[config.mk]
export PLATFORM = sky130hd
export DESIGN_NAME = led_sink_brightness_ramp
export DESIGN_NICKNAME = d
export VERILOG_FILES = /design/src/hdl/led_ramp_pkg.sv /design/src/hdl/led_sink_brightness_ramp.sv
export SDC_FILE = /design/constraint.sdc
export NUM_CORES = 1
export LEC_CHECK = 0
export BUFFER_PORTS_ARGS = -buffer_cell sky130_fd_sc_hd__buf_2
export CAP_MARGIN = 20
export CORE_MARGIN = 3
export CORE_UTILIZATION = 40
export DETAILED_ROUTE_END_ITERATION = 6
export PLACE_DENSITY = 0.57
export SETUP_SLACK_MARGIN = 0.5
export SLEW_MARGIN = 5
export SYNTH_ARGS = -nofsm -noshare
export SYNTH_HDL_FRONTEND = slang
export SYNTH_SLANG_ARGS = --single-unit
[constraint.sdc]
create_clock -name clk_sys -period 4.2 [get_ports clk_sys]
set_clock_uncertainty 0.1 [all_clocks]
set_input_delay 0.42 -clock clk_sys [delete_from_list [all_inputs] [get_ports clk_sys]]
set_output_delay 0.42 -clock clk_sys [all_outputs]
set_load 0.005 [all_outputs]
[src/hdl/led_ramp_pkg.sv]
`default_nettype none
package led_ramp_pkg;
   // Register map and reset values
   localparam logic [7:0] GC_ADDR        = 8'h10;
   localparam logic [7:0] PL_ADDR        = 8'hA0;
   localparam logic [7:0] SL_ADDR        = 8'hB0;
   localparam logic [7:0] UNMAPPED_READ  = 8'h00;
   localparam logic [6:0] DEV_ADDR_DEF   = 7'h36;
   localparam logic [5:0] GC_RESET       = 6'h00;
   localparam logic [1:0] GC_FIXED_ONES  = 2'h3;
   localparam logic [6:0] LEVEL_RESET    = 7'h60;
   localparam logic       LEVEL_TOP_READ = 1'b1;
   localparam logic [3:0] BYTE_BITS      = 4'h8;
   localparam logic [3:0] ACK_BIT        = 4'h9;

   // Ramp timing
   localparam int CLK_NS          = 25;
   localparam int RAMP_FAST_NS    = 12750;
   localparam int RAMP_MID_NS     = 3250000;
   localparam int RAMP_SLOW_NS    = 6500000;
   localparam int RAMP_SLOWEST_NS = 13000000;
   localparam int RAMP_FAST_CYC   = RAMP_FAST_NS / CLK_NS;
   localparam int RAMP_MID_CYC    = RAMP_MID_NS / CLK_NS;
   localparam int RAMP_SLOW_CYC   = RAMP_SLOW_NS / CLK_NS;
   localparam int RAMP_SLOWEST_CYC = RAMP_SLOWEST_NS / CLK_NS;
   localparam int TMR_W           = 20;
   localparam int CODE_W          = 7;
   localparam int FRAC_W          = 16;
   localparam int EXP_NUM         = 100000;
   localparam int EXP_DEN         = 105212;

   // Control register fields, bit 5 down to bit 0
   typedef struct packed {
      logic fixed_voltage_mode;
      logic ramp_rate_high_bit;
      logic ramp_rate_low_bit;
      logic unison_select;
      logic secondary_sink_enable;
      logic primary_sink_enable;
   } general_control_s;

   typedef enum logic [2:0] {
      BUS_IDLE = 3'b001,
      BUS_RX   = 3'b010,
      BUS_TX   = 3'b100
   } bus_state_e;

   // Full scale divided by a fixed ratio per code below the top
   function automatic logic [FRAC_W-1:0] exp_frac(input int code);
      logic [63:0] v;
      v = 64'h0000_0000_FFFF_0000;
      for (int i = 127; i > code; i--) begin
         v = (v * 64'(EXP_NUM)) / 64'(EXP_DEN);
      end
      return (code == 0) ? 16'h0000 : v[31:16];
   endfunction
endpackage
`default_nettype wire

[src/hdl/led_sink_brightness_ramp.sv]
`default_nettype none
module led_sink_brightness_ramp
   import led_ramp_pkg::*;
#(
   parameter logic [6:0]       DEV_ADDR       = DEV_ADDR_DEF,
   parameter logic [TMR_W-1:0] MID_CYC        = TMR_W'(RAMP_MID_CYC),
   parameter logic [TMR_W-1:0] SLOW_CYC       = TMR_W'(RAMP_SLOW_CYC),
   parameter logic [TMR_W-1:0] SLOWEST_CYC    = TMR_W'(RAMP_SLOWEST_CYC)
) (
   input  wire logic              clk_sys,
   input  wire logic              sys_rst,
   input  wire logic              scl_i,
   input  wire logic              sda_i,
   output var  logic              sda_o,
   output var  logic              sda_oe,
   output var  logic              analog_enable,
   output var  logic              feedback_mode,
   output var  logic              primary_sink_on,
   output var  logic              secondary_sink_on,
   output var  logic [CODE_W-1:0] primary_code,
   output var  logic [CODE_W-1:0] secondary_code,
   output var  logic [FRAC_W-1:0] primary_current_frac,
   output var  logic [FRAC_W-1:0] secondary_current_frac
);

   // Pin synchronisers: a level counts once stages two and three agree
   logic [2:0] scl_s_q, sda_s_q;
   logic       scl_f_q, scl_f_d, sda_f_q, sda_f_d;

   always_comb begin
      scl_f_d = (scl_s_q[1] == scl_s_q[2]) ? scl_s_q[2] : scl_f_q;
      sda_f_d = (sda_s_q[1] == sda_s_q[2]) ? sda_s_q[2] : sda_f_q;
   end

   always_ff @(posedge clk_sys) begin
      if (sys_rst) begin
         scl_s_q <= 3'h7;
         sda_s_q <= 3'h7;
         scl_f_q <= 1'b1;
         sda_f_q <= 1'b1;
      end else begin
         scl_s_q <= {scl_s_q[1:0], scl_i};
         sda_s_q <= {sda_s_q[1:0], sda_i};
         scl_f_q <= scl_f_d;
         sda_f_q <= sda_f_d;
      end
   end

   // Bus events on the filtered lines
   logic scl_rise, scl_fall, bus_start, bus_stop;
   assign scl_rise  = ~scl_f_q & scl_f_d;
   assign scl_fall  = scl_f_q & ~scl_f_d;
   assign bus_start = scl_f_q & scl_f_d & sda_f_q & ~sda_f_d;
   assign bus_stop  = scl_f_q & scl_f_d & ~sda_f_q & sda_f_d;

   // Serial slave state and the register file it owns
   bus_state_e       st_q, st_d;
   logic [3:0]       cnt_q, cnt_d;
   logic [7:0]       sh_q, sh_d;
   logic [7:0]       ptr_q, ptr_d;
   logic             first_q, first_d;
   logic             regph_q, regph_d;
   logic             rnw_q, rnw_d;
   logic             ack_q, ack_d;
   logic             nack_q, nack_d;
   logic             oe_q, oe_d;
   general_control_s gc_q, gc_d;
   logic [6:0]       pl_q, pl_d;
   logic [6:0]       sl_q, sl_d;
   logic [7:0]       rd_byte;

   // Read view: fixed ones above the control fields and the level codes
   always_comb begin
      case (ptr_q)
         GC_ADDR: rd_byte = {GC_FIXED_ONES, gc_q};
         PL_ADDR: rd_byte = {LEVEL_TOP_READ, pl_q};
         SL_ADDR: rd_byte = {LEVEL_TOP_READ, sl_q};
         default: rd_byte = UNMAPPED_READ;
      endcase
   end

   // Next state of the slave; stop and start override any byte in flight
   always_comb begin
      st_d    = st_q;
      cnt_d   = cnt_q;
      sh_d    = sh_q;
      ptr_d   = ptr_q;
      first_d = first_q;
      regph_d = regph_q;
      rnw_d   = rnw_q;
      ack_d   = ack_q;
      nack_d  = nack_q;
      oe_d    = oe_q;
      gc_d    = gc_q;
      pl_d    = pl_q;
      sl_d    = sl_q;
      if (bus_stop) begin
         st_d  = BUS_IDLE;
         ack_d = 1'b0;
         oe_d  = 1'b0;
      end else if (bus_start) begin
         st_d    = BUS_RX;
         cnt_d   = 4'h0;
         first_d = 1'b1;
         ack_d   = 1'b0;
         oe_d    = 1'b0;
      end else begin
         case (st_q)
            BUS_IDLE: begin
               oe_d = 1'b0;
            end
            BUS_RX: begin
               if (scl_rise && !ack_q) begin
                  sh_d  = {sh_q[6:0], sda_f_q};
                  cnt_d = cnt_q + 4'h1;
               end else if (scl_fall && ack_q) begin
                  // Acknowledge ends; a read address hands over to transmit
                  ack_d = 1'b0;
                  oe_d  = 1'b0;
                  cnt_d = 4'h0;
                  if (rnw_q) begin
                     st_d = BUS_TX;
                     sh_d = rd_byte;
                     oe_d = ~rd_byte[7];
                  end
               end else if (scl_fall && cnt_q == BYTE_BITS) begin
                  if (first_q) begin
                     if (sh_q[7:1] == DEV_ADDR) begin
                        first_d = 1'b0;
                        rnw_d   = sh_q[0];
                        regph_d = ~sh_q[0];
                        ack_d   = 1'b1;
                        oe_d    = 1'b1;
                     end else begin
                        st_d = BUS_IDLE;
                     end
                  end else if (regph_q) begin
                     ptr_d   = sh_q;
                     regph_d = 1'b0;
                     ack_d   = 1'b1;
                     oe_d    = 1'b1;
                  end else begin
                     ack_d = 1'b1;
                     oe_d  = 1'b1;
                     case (ptr_q)
                        GC_ADDR: gc_d = general_control_s'(sh_q[5:0]);
                        PL_ADDR: pl_d = sh_q[6:0];
                        SL_ADDR: sl_d = sh_q[6:0];
                        default: ;
                     endcase
                  end
               end
            end
            BUS_TX: begin
               if (scl_rise) begin
                  cnt_d = cnt_q + 4'h1;
                  if (cnt_q == BYTE_BITS) begin
                     nack_d = sda_f_q;
                  end
               end else if (scl_fall) begin
                  if (cnt_q == BYTE_BITS) begin
                     oe_d = 1'b0;
                  end else if (cnt_q == ACK_BIT) begin
                     // Master ack repeats the same register; nack ends the read
                     if (nack_q) begin
                        st_d = BUS_IDLE;
                     end else begin
                        sh_d  = rd_byte;
                        cnt_d = 4'h0;
                        oe_d  = ~rd_byte[7];
                     end
                  end else begin
                     sh_d = {sh_q[6:0], 1'b0};
                     oe_d = ~sh_q[6];
                  end
               end
            end
            default: begin
               st_d = BUS_IDLE;
               oe_d = 1'b0;
            end
         endcase
      end
   end

   always_ff @(posedge clk_sys) begin
      if (sys_rst) begin
         st_q    <= BUS_IDLE;
         cnt_q   <= 4'h0;
         sh_q    <= 8'h00;
         ptr_q   <= 8'h00;
         first_q <= 1'b0;
         regph_q <= 1'b0;
         rnw_q   <= 1'b0;
         ack_q   <= 1'b0;
         nack_q  <= 1'b0;
         oe_q    <= 1'b0;
         gc_q    <= general_control_s'(GC_RESET);
         pl_q    <= LEVEL_RESET;
         sl_q    <= LEVEL_RESET;
      end else begin
         st_q    <= st_d;
         cnt_q   <= cnt_d;
         sh_q    <= sh_d;
         ptr_q   <= ptr_d;
         first_q <= first_d;
         regph_q <= regph_d;
         rnw_q   <= rnw_d;
         ack_q   <= ack_d;
         nack_q  <= nack_d;
         oe_q    <= oe_d;
         gc_q    <= gc_d;
         pl_q    <= pl_d;
         sl_q    <= sl_d;
      end
   end

   // Sink selection from the mode bits
   logic [1:0]             sink_en;
   logic [CODE_W-1:0]      sink_src [2];
   logic [TMR_W-1:0]       dwell_cyc;

   always_comb begin
      sink_en[0]  = gc_q.primary_sink_enable;
      sink_en[1]  = ~gc_q.fixed_voltage_mode &
                    (gc_q.unison_select ? gc_q.primary_sink_enable
                                        : gc_q.secondary_sink_enable);
      sink_src[0] = pl_q;
      sink_src[1] = gc_q.unison_select ? pl_q : sl_q;
      case ({gc_q.ramp_rate_high_bit, gc_q.ramp_rate_low_bit})
         2'b00:   dwell_cyc = TMR_W'(RAMP_FAST_CYC);
         2'b10:   dwell_cyc = MID_CYC;
         2'b01:   dwell_cyc = SLOW_CYC;
         default: dwell_cyc = SLOWEST_CYC;
      endcase
   end

   // Exponential current table, fixed at elaboration
   logic [FRAC_W-1:0] exp_lut [128];
   for (genvar k = 0; k < 128; k++) begin : g_lut
      assign exp_lut[k] = exp_frac(k);
   end

   // One ramp engine per sink, each with its own dwell timer
   logic [CODE_W-1:0] applied [2];
   for (genvar s = 0; s < 2; s++) begin : g_ramp
      logic [CODE_W-1:0] app_q, app_d, goal_q, goal_d, tgt;
      logic [TMR_W-1:0]  tmr_q, tmr_d;
      logic              busy_q, busy_d;

      // A running ramp keeps its goal unless the sink was switched off
      always_comb begin
         tgt    = sink_en[s] ? sink_src[s] : 7'h00;
         goal_d = goal_q;
         app_d  = app_q;
         tmr_d  = (tmr_q != 20'h00000) ? tmr_q - 20'h00001 : tmr_q;
         if (!busy_q || (!sink_en[s] && goal_q != 7'h00)) begin
            goal_d = tgt;
         end
         if (app_q != goal_d && tmr_q == 20'h00000) begin
            app_d = (app_q < goal_d) ? app_q + 7'h01 : app_q - 7'h01;
            tmr_d = dwell_cyc - 20'h00001;
         end
         busy_d = (app_d != goal_d);
      end

      always_ff @(posedge clk_sys) begin
         if (sys_rst) begin
            app_q  <= 7'h00;
            goal_q <= 7'h00;
            tmr_q  <= 20'h00000;
            busy_q <= 1'b0;
         end else begin
            app_q  <= app_d;
            goal_q <= goal_d;
            tmr_q  <= tmr_d;
            busy_q <= busy_d;
         end
      end

      assign applied[s] = app_q;
   end

   // Registered outputs; a sink stays on while it fades down to zero, except the secondary in fixed-voltage mode
   logic              an_d, pon_d, son_d;
   logic [FRAC_W-1:0] pfr_d, sfr_d;

   always_comb begin
      an_d  = gc_q.primary_sink_enable | gc_q.secondary_sink_enable | gc_q.fixed_voltage_mode;
      pon_d = sink_en[0] | (applied[0] != 7'h00);
      son_d = ~gc_q.fixed_voltage_mode & (sink_en[1] | (applied[1] != 7'h00));
      pfr_d = exp_lut[applied[0]];
      sfr_d = exp_lut[applied[1]];
   end

   always_ff @(posedge clk_sys) begin
      if (sys_rst) begin
         sda_o                  <= 1'b0;
         sda_oe                 <= 1'b0;
         analog_enable          <= 1'b0;
         feedback_mode          <= 1'b0;
         primary_sink_on        <= 1'b0;
         secondary_sink_on      <= 1'b0;
         primary_code           <= 7'h00;
         secondary_code         <= 7'h00;
         primary_current_frac   <= 16'h0000;
         secondary_current_frac <= 16'h0000;
      end else begin
         sda_o                  <= 1'b0;
         sda_oe                 <= oe_d;
         analog_enable          <= an_d;
         feedback_mode          <= gc_q.fixed_voltage_mode;
         primary_sink_on        <= pon_d;
         secondary_sink_on      <= son_d;
         primary_code           <= applied[0];
         secondary_code         <= applied[1];
         primary_current_frac   <= pfr_d;
         secondary_current_frac <= sfr_d;
      end
   end

endmodule
`default_nettype wire
## Yosys cells after proc, flatten, opt, wreduce, memory -nomap -nowiden

Memory sizes are Yosys's and may differ from the RTL's. A register that Yosys moved wholly into a read port is not among the register bits.
Cells that the tools add are included.

- Flip-flop bits (word level): 145
- Latch bits: 0
- Memory bits (writable): 0
- Bits in read-only memories: 4096
- Bits of input ports: 4
- Output and inout port bits: 52
- Word-level logic and storage cells: 248
- Memories kept: 2

Memories:

| memory | words | width | rd ports | clocked after memory_dff | write ports | RTL line | source |
|---|---|---|---|---|---|---|---|
| (name not given) | 128 | 16 | 1 | 1 | 0 | led_sink_brightness_ramp.sv:293 | `sfr_d = exp_lut[applied[1]];` |
| (name not given) | 128 | 16 | 1 | 1 | 0 | led_sink_brightness_ramp.sv:292 | `pfr_d = exp_lut[applied[0]];` |

- Add/subtract/negate cells: 8
- $mul: 0
- Div/mod/pow operators: 0
- Magnitude comparators: 2
- Eq/ne operators: 52
- Shift-type cells: 0
- Multiplexer cells: 71
- Bitwise gates (word level): 30
- Reduce and logical (&&, ||, !) cells: 46

Operator list:

| operator | count |
|---|---|
| 20-bit two-way mux | 4 |
| 8-bit two-way mux | 8 |
| 7-bit two-way mux | 9 |
| 20-bit by 1-bit subtractor with 20-bit output, second input constant | 3 |
| 19-bit case mux with 3 select lines | 1 |
| 4-bit != test, second input constant | 11 |
| 20-bit logical NOT | 2 |
| 20-bit nonzero test | 2 |
| 3-bit != test, second input constant | 13 |
| 9-bit AND reduction | 4 |
| 3-bit two-way mux | 11 |
| 4-bit two-way mux | 8 |
| 7-bit != test | 4 |
| 7-bit nonzero test | 4 |
| 1-bit two-way mux | 24 |
| 8-bit case mux with 3 select lines | 1 |
| 11-bit AND reduction | 2 |
| 2-bit != test, second input constant | 9 |
| 8-bit == test, second input constant | 2 |
| 7-bit NOT with 8-bit output | 2 |
| 8-bit case mux with 2 select lines | 1 |
| 8-bit AND reduction | 2 |
| 1-bit NOT | 15 |
| 7-bit by 1-bit adder with 7-bit output, second input constant | 2 |
| other kinds (32) | 65 |

## Longest topological paths before layout

Gate-level depths: netlist of the first run.

- Word-level depth: 10
- Depth in mapped cells: 20
- Depth with buffers taken out: 19

## Worst setup path after synthesis of the first run

No wires, ideal clock.

- Path type: flip-flop to flip-flop
- Start: register gc_q[2] (netlist name)
- End: register g_ramp[1].busy_q
- Setup time: 0.141 ns
- Arrival: 4.002 ns
- Required time: 3.959 ns
- Setup slack: -0.043 ns
- Cell stages (with the launch flop): 21
- Buffers on the path: 1
- Period minus slack after synthesis: 4.243 ns
- Cells stage by stage: dfxtp_1 -> buf_6 -> mux2i_1 -> nor2_1 -> o211ai_1 -> ha_1 -> nand2_1 -> inv_1 -> a41oi_1 -> o31ai_1 -> a31oi_1 -> inv_1 -> ha_1 -> a21o_1 -> and4_1 -> or3_1 -> nand3_1 -> nor3b_1 -> mux2i_1 -> a2111oi_4 -> a41oi_1

- Cells in the longest elaborated chain, start to end: 10

RTL lines:

| element | RTL line | source |
|---|---|---|
| start: declaration | led_sink_brightness_ramp.sv:67 | `general_control_s gc_q, gc_d;` |
| start signal: assignment | led_sink_brightness_ramp.sv:198 | `gc_q <= general_control_s'(GC_RESET);` |
| start signal: assignment | led_sink_brightness_ramp.sv:212 | `gc_q <= gc_d;` |
| 1-bit two-way mux | led_sink_brightness_ramp.sv:226 | `(gc_q.unison_select ? gc_q.primary_sink_enable` |
| 1-bit AND | led_sink_brightness_ramp.sv:225 | `sink_en[1] = ~gc_q.fixed_voltage_mode &` |
| 1-bit logical NOT | led_sink_brightness_ramp.sv:257 | `if (!busy_q \|\| (!sink_en[s] && goal_q != 7'h00)) begin` |
| 1-bit logical AND | led_sink_brightness_ramp.sv:257 |  |
| 1-bit logical OR | led_sink_brightness_ramp.sv:257 |  |
| 7-bit two-way mux * | led_sink_brightness_ramp.sv:257 |  |
| 7-bit less-than comparator or 7-bit != test (tied branches) | led_sink_brightness_ramp.sv:261, led_sink_brightness_ramp.sv:260 |  |
| 7-bit two-way mux or 1-bit logical AND (tied branches) | led_sink_brightness_ramp.sv:261, led_sink_brightness_ramp.sv:260 |  |
| 7-bit two-way mux | led_sink_brightness_ramp.sv:260 | `if (app_q != goal_d && tmr_q == 20'h00000) begin` |
| 7-bit != test * | led_sink_brightness_ramp.sv:264 | `busy_d = (app_d != goal_d);` |
| end signal: assignment | led_sink_brightness_ramp.sv:277 | `busy_q <= busy_d;` |
| end: declaration | led_sink_brightness_ramp.sv:249 | `logic busy_q, busy_d;` |

Every way passes the cells marked *; elsewhere a longest branch is shown, timed or not.
A chain may end at the register's enable or synchronous reset.

## Final worst setup path of the first run

- Start: register g_ramp[0].busy_q
- End: register g_ramp[0].busy_q

- Cells in the longest elaborated chain, start to end: 7

RTL lines:

| element | RTL line | source |
|---|---|---|
| start: declaration | led_sink_brightness_ramp.sv:249 |  |
| start signal: assignment | led_sink_brightness_ramp.sv:277 |  |
| 1-bit logical NOT * | led_sink_brightness_ramp.sv:257 |  |
| 1-bit logical OR * | led_sink_brightness_ramp.sv:257 |  |
| 7-bit two-way mux * | led_sink_brightness_ramp.sv:257 |  |
| via g_ramp[0].goal_d[0] | led_sink_brightness_ramp.sv:247 | `logic [CODE_W-1:0] app_q, app_d, goal_q, goal_d, tgt;` |
| 7-bit less-than comparator or 7-bit != test (tied branches) | led_sink_brightness_ramp.sv:261, led_sink_brightness_ramp.sv:260 |  |
| 7-bit two-way mux or 1-bit logical AND (tied branches) | led_sink_brightness_ramp.sv:261, led_sink_brightness_ramp.sv:260 |  |
| 7-bit two-way mux | led_sink_brightness_ramp.sv:260 |  |
| 7-bit != test * | led_sink_brightness_ramp.sv:264 |  |

The timed path passes the listed nets; every way through them passes the cells marked *.

==> metrics.sh, run 1 <==
LAYER_WITH_THE_HIGHEST_USAGE='met2'
CORE_UM2=31900
VIASPERCELL=6.09
CTS_BUFFER_DEPTH=2
INITIAL_CORE_UTIL=0.411
ROWS=65
AREA_OF_THE_MAPPED_NETLIST_UM2=13100
FIN_NETS=1841
YOSYS_WARNINGS=0
1ST_ITER_DRT_VIOLS=1718
TIMING.FINAL.CRIT_SHARE=0.924
CLOCK-ROOT-BUFFER='clkbuf_16'
CP_SLOWEST_CELL='a2111oi_4'
DIE_W_UM=187
POSTROUTEANTENNANETS=0
DETAILROUTE.VIA_COUNT=13464
DIODES=0
MOST-COMMON-LAYOUT-CELLS='nand2_1 (196), nor2_1 (196), a21oi_1 (184)'
MAX_CAP_VIOL_COUNT=0
TOTALNEGATIVESETUPSLACK_NS=0
GP_CONGESTION=0.975
SYNTH-EDFF-COUNT=0
SYNTH_TOP_AREA_SHARE=0.271
CTS-HOLD-FIX-BUFFERS=0
DIE_HEIGHT_UM=187
DETAILED_PLACE.AREA_UM2=13900
YOSYS_REGISTER_BITS=177
FINAL-MAX-SLEW-VIOLATION-COUNT=0
GRT_USE_MET3=0.0373
CLOCK_SINKS=177
CRITPATHREQUIREDTIME_NS=4.42
HOLD_WS_NS=0.0585
CRITICAL_PATH_CLASS='reg2reg'
FLOORPLAN.IO_PINS=56
TIMING.CRITICAL_PATH.BUF_INV=2
GRT_PASS1_WL_UM=67600
NUMCTSBUFFERS=17
GRT_START_MAX_NET_PINS=102
SYNTH_LARGEST_AREA_CELL='dfxtp_1'
RSZ0062_AT_GRT='yes'
WORST_SETUP_PATH_END_KIND='flip-flop'
CP_CELL_SEQUENCE='mux2_4, nand2_4, inv_2, ha_4, maj3_2, a2111oi_4, a221oi_4, inv_2, ha_4, nor2b_2, o21ai_2, and2_4, xor3_1, a211oi_2, a22o_1, a221o_1, a31oi_1'
GLOBAL_ROUTE.USAGE.MET1=0.329
GLOBALROUTETOTALUTIL=0.233
ANTENNA_FOUND_INITIAL=0
SYNTH.NET_COUNT=1828
MAIN_FLOP_TYPE_AFTER_SYNTHESIS='dfxtp_1'
PLACEMENT.IO_BUFFERS=54
FILL_CELLS=3166
REGISTER_CLOCK_PIN_SLEW_ON_THE_REPORTED_WORST_SETUP_AND_HOLD_PATHS_NS=0.07
INSERTION_DELAY_NS=0.45
DRC=0
SYN_INST=1750
FMAX_MHz=258
TIMING.CRITICAL_PATH.ARRIVAL_NS=4.10
POWER_DENSITY_nW_PER_UM2=327
DRT_PASS1_ITERATIONS=6
SLEW-LIMIT-HEADROOM=0.338
IR_DROP_uV=361
STATIC-LEAKAGE-POWER_uW=0.00577
OUTCOME='finished, final reports clean'
HOLD_VIOL_FINAL=0
GLOBALROUTEOVERFLOWTOTAL=0
MIN-DELAY-PATH-CLASS='in2reg'
PLACE_HPWL_UM=28100
GRT_USE_MET2=0.359
YOSYSSEQAREASHARE=0.271
TIMING.CRITICAL_PATH.MAX_DELAY_FAMILY='compound AO/OA/AOI/OAI gates'
FIRST_GLOBAL_VIAS=12264
ENDPOINTS_FAILING_SETUP=0
POST-ROUTE-MIN-PERIOD_NS=3.88
FLOW.AREA_GROWTH_FROM_SYNTHESIS_PCT=14.6
FINISH.INSTANCE_AREA_UM2=15000
POST_SYNTH.CELL_AREA_AVG_UM2=7.48
DIE-AREA_UM2=35000
DRT-TOTAL-WL_UM=42100
POST_ROUTE_CELLS_DRIVE_ABOVE_1_SHARE=0.161
TIGHTEST_SLEW_NS=0.994
WORST_SETUP_SP_TYPE='flip-flop'
AVGROUTEDWIREPERCELL_UM=19.0
MULTI_INPUT_AREA_UM2=9210
MAX_STAGE_DELAY_NS=0.41
HTREE_LEVELS=4
YOSYS.CELL_TYPES.COUNT=86
CRITPATHMAXFANOUT=5
CTS_TREE='yes'
SEQ_AREA_UM2=3560
SYNTH-ASYNC-RESET-RATIO=0
YS_TOP_CELLS_BY_AREA='dfxtp_1 (27%), a21oi_1 (7.1%), ha_1 (6.9%)'
## layer usage
metal  up-vias  part of all wire
li1       6420                 -
met1      6297              0.45
met2       647              0.45
met3       100             0.072
met4         0             0.029
met5         -                 0
## sequential cells by signal, summed over array words and instances (netlist names), 3 cells and up
| name | count |
|---|---|
| cnt_q | 4 |
| g_ramp.app_q | 14 |
| g_ramp.goal_q | 14 |
| g_ramp.tmr_q | 40 |
| gc_q | 6 |
| pl_q | 7 |
| primary_code | 7 |
| primary_current_frac | 16 |
| ptr_q | 8 |
| scl_s_q | 3 |
| sda_s_q | 3 |
| secondary_code | 7 |
| secondary_current_frac | 16 |
| sh_q | 8 |
| sl_q | 7 |
| st_q | 3 |
## area by class of cell
cell class / instances / share of cell area
tap: 435 / 0.0363
clock inverter: 13 / 0.0133
inverter: 50 / 0.0125
sequential: 177 / 0.237
timing repair buffer: 132 / 0.0582
multi-input combinational: 1385 / 0.614
clock buffer: 18 / 0.0286
## synthesized netlist by cell type (12+ instances only)
master / number
buf_1: 25
nor2_1: 197
nand2_1: 201
inv_1: 45
a211o_1: 17
a211oi_1: 33
ha_1: 72
or2_2: 15
nand3_1: 45
a31oi_1: 41
mux2_2: 22
dfxtp_1: 177
mux2i_1: 38
o221ai_1: 14
a21oi_1: 186
nand2b_1: 26
and3_1: 19
clkbuf_1: 106
a311oi_1: 14
o211ai_1: 22
or3_1: 13
o22ai_1: 15
o21ai_0: 103
nor3_1: 36
nor2b_1: 20
o31ai_1: 12
xnor2_1: 28
## power by group
group,internal (µW),switching [µW]
registers,1840,148
clock network,1010,765
logic,487,657
total,3340,1570
## cell families after synthesis
logic type                 after synthesis  synth area share
muxes                                   72            0.0680
buffers and inverters                  188            0.0552
other                                    1          0.000286
DFF                                    177             0.271
AOI/OAI and AO/OA                      563             0.278
xor gates and xnor gates                39            0.0283
adders and majority gates               76            0.0734
and+or+nand+nor                        634             0.227
## worst paths after layout
kind              slack, ns  cells past startpoint                          end                        start
setup / recovery       0.32                     17  g_ramp[0].busy_q$_SDFF_PP0_  g_ramp[0].busy_q$_SDFF_PP0_
hold / removal         0.06                      2        sda_s_q[0]$_SDFF_PP1_                        sda_i
setup reg to reg       0.32                     17  g_ramp[0].busy_q$_SDFF_PP0_  g_ramp[0].busy_q$_SDFF_PP0_
hold reg to reg        0.31                      1        scl_s_q[1]$_SDFF_PP1_        scl_s_q[0]$_SDFF_PP1_
## what timing repair did
action / CTS / global route
pin swaps: 19 / 31
gates resized for setup: 27 / 37
endpoints found under the setup margin: 5 / 4
buffers inserted: 13 / 12
## per-stage QoR
step	power, µW	cells	util	setup slack, ns
after floorplan	2930	1750	-	0.230
after global placement	3140	2154	0.435	0.205
after detailed placement	3160	2154	0.435	0.0904
after CTS	4950	2198	0.463	0.323
after global routing	5190	2210	0.471	0.160
final	4910	2210	0.471	0.319
Power figures use the tool's default switching activity.
==> run 2, diff against run 1 <==
- CTS_BUF_LIST: default -> sky130_fd_sc_hd__clkbuf_4
==> run 2 against run 1 <==
Compared with the run above:
- critical path depth up 2
- routed wire length up 0.75%
- global-route usage barely moved
- clock power fell by 34%
- register-to-register slack worse by 0.05 ns
- first-iteration DRC count down 8.6%
- flip-flop and latch count unchanged
==> metrics.sh, run 2 (synthesized netlist as in run 1, its figures left out) <==
OUTCOME='finished, final reports clean'
DRC=0
FINAL-MAX-SLEW-VIOLATION-COUNT=0
ROWS=65
CRITPATHMAXFANOUT=5
SEQ_POWER_SHARE=0.462
DRT_PASS1_ITERATIONS=6
TOTALNEGATIVESETUPSLACK_NS=0
GRT_PASS1_WL_UM=67700
AVGROUTEDWIREPERCELL_UM=19.1
WL_MET3_UM=3200
GRT_START_MAX_NET_PINS=102
FIRST_GLOBAL_VIAS=12266
HTREE_LEVELS=4
FIN_NETS=1850
FMAX_MHz=255
FINISH.CELL_COUNT_WITHOUT_FILLERS=2221
CRITICAL_PATH_CLASS='reg2reg'
INTERNAL-POWER_uW=2820
CORE_UM2=31900
PLACE_HPWL_UM=28100
DIE-AREA_UM2=35000
FLOW.AREA_GROWTH_FROM_SYNTHESIS_PCT=12.9
ROUTED-WL-MET2_UM=18900
WORST_SETUP_PATH_END_KIND='flip-flop'
HOLD_VIOL_FINAL=0
RSZ0062_AT_GRT='yes'
CTS_BUFFER_DEPTH=2
MAX_CAP_VIOL_COUNT=0
POSTROUTEANTENNANETS=0
LAYOUT_COMMONEST_CELL='nor2_1'
ANTENNA_FOUND_INITIAL=1
POST-ROUTE-MIN-PERIOD_NS=3.93
POWER_DENSITY_nW_PER_UM2=291
POST_ROUTE_CELLS_DRIVE_ABOVE_1_SHARE=0.164
DRT-TOTAL-WL_UM=42400
CRITPATHREQUIREDTIME_NS=4.63
NUMCTSBUFFERS=17
DP.CELLS=2154
LARGEST_REGISTER='g_ramp.tmr_q'
INSERTION_DELAY_NS=0.61
REG_TOP3='g_ramp.tmr_q (40), primary_current_frac (16), secondary_current_frac (16)'
CTS_TREE='yes'
RELATIVE_CONTRIBUTION_OF_COMBINATIONAL_CELLS_TO_TOTAL_POWER=0.266
CLOCK-ROOT-BUFFER='clkbuf_4'
PLACEMENT.IO_BUFFERS=54
REGISTER_CLOCK_PIN_SLEW_ON_THE_REPORTED_WORST_SETUP_AND_HOLD_PATHS_NS=0.16
DETAIL_ROUTE.WIRELENGTH.MET1_UM=19000
STATIC-LEAKAGE-POWER_uW=0.00570
IR_DROP_uV=360
FINALWORSTSETUPSLACK_NS=0.273
TIGHTEST_SLEW_NS=0.996
PRECTSSETUPSLACK_NS=0.0904
HIGHEST_LAYER='met4'
TIMING.FINAL.CRIT_SHARE=0.935
MOST-COMMON-LAYOUT-CELLS='nor2_1 (196), nand2_1 (194), a21oi_1 (184)'
SLEW-LIMIT-HEADROOM=0.336
GP_CONGESTION=0.975
MIN-DELAY-PATH-CLASS='in2reg'
DETAILROUTE.VIA_COUNT=13539
FILL_CELLS=3196
ENDPOINTS_FAILING_SETUP=0
DIE_W_UM=187
GLOBALROUTETOTALUTIL=0.232
TIMING.CRITICAL_PATH.ARRIVAL_NS=4.35
FRACTION_OF_POWER_SPENT_SWITCHING_NETS=0.345
1ST_ITER_DRT_VIOLS=1570
WORST_SETUP_SP_TYPE='flip-flop'
SWITCHINGPOWER_uW=1490
NUMBER_OF_FLIP_FLOPS_IN_THE_LARGEST_REGISTER=40
POWER_FRAC_CLOCK=0.272
CLOCK_SINKS=177
GLOBALROUTEOVERFLOWTOTAL=0
DIE_HEIGHT_UM=187
INITIAL_CORE_UTIL=0.411
FIN_UTIL=0.464
VIASPERCELL=6.10
FLOORPLAN.IO_PINS=56
-- run 2: changes by cell type in the layout (fill, tap and decap cells not counted), sizes merged --
| cell | change |
|---|---|
| buf | +7 |
| diode | +2 |
| dlygate4sd3 | +2 |
-- run 2: worst max-delay path, cell delays in order (launching register included) --
cell and delay (ns):
dfxtp_4 0.39, buf_4 0.13, buf_4 0.13, buf_4 0.12, mux2_2 0.22, nand2_2 0.09, buf_6 0.15, a21oi_1 0.16
o21bai_1 0.11, a221oi_4 0.32, inv_2 0.13, buf_4 0.15, ha_1 0.26, a21o_1 0.17, a21oi_2 0.18, o21ai_2 0.10
xor2_2 0.20, a22o_1 0.21, a221o_1 0.31, a31oi_1 0.19
-- run 2: routing by layer --
metal / vias up / track usage
met5: - / 0
met4: 0 / 0.0826
met3: 95 / 0.0343
met2: 664 / 0.360
met1: 6339 / 0.329
li1: 6441 / -
-- run 2: final cells by class --
class | instances | area (µm²) | share of cell area
multi-input combinational | 1385 | 9200 | 0.622
sequential | 177 | 3560 | 0.241
timing repair buffer | 141 | 957 | 0.0647
tap | 435 | 544 | 0.0368
clock inverter | 13 | 199 | 0.0134
inverter | 50 | 188 | 0.0127
clock buffer | 18 | 135 | 0.00913
antenna | 2 | 5.00 | 0.000338
-- run 2: through the flow --
step | total power (µW) | instance area [µm²] | hold slack [ns]
after floorplan | 2930 | 13200 | 0.289
after global placement | 3140 | 13900 | 0.294
after detailed placement | 3160 | 13900 | 0.295
after CTS | 4350 | 14500 | 0.187
after global routing | 4590 | 14800 | 0.218
final | 4310 | 14800 | 0.254
-- run 2: path summary, 6_finish.rpt --
check / end / start / slack (ns) / depth (start not counted)
worst max-delay path: g_ramp[0].busy_q$_SDFF_PP0_ / g_ramp[0].busy_q$_SDFF_PP0_ / 0.27 / 19
worst max register to register: g_ramp[0].busy_q$_SDFF_PP0_ / g_ramp[0].busy_q$_SDFF_PP0_ / 0.27 / 19
worst min register to register: scl_s_q[1]$_SDFF_PP1_ / scl_s_q[0]$_SDFF_PP1_ / 0.32 / 1
worst min-delay path: primary_code[2]$_SDFF_PP0_ / sys_rst / 0.25 / 2
-- run 2: what timing repair did --
| action | in CTS | in global routing |
|---|---|---|
| buffers inserted | 16 | 16 |
| resized for setup | 30 | 37 |
| endpoints found under the setup margin | 5 | 4 |
| hold buffers | 2 | 0 |
| hold endpoints to repair | 2 | 0 |
| pin swaps | 24 | 33 |
-- run 2: power groups by stage --
stage / Sequential [µW] / Clock [µW] / Combinational (µW)
floorplan: 2000 / 0 / 936
global placement: 2020 / 0 / 1120
detailed placement: 2030 / 0 / 1130
CTS: 1990 / 1220 / 1150
global route: 2020 / 1280 / 1300
finish: 1990 / 1170 / 1150
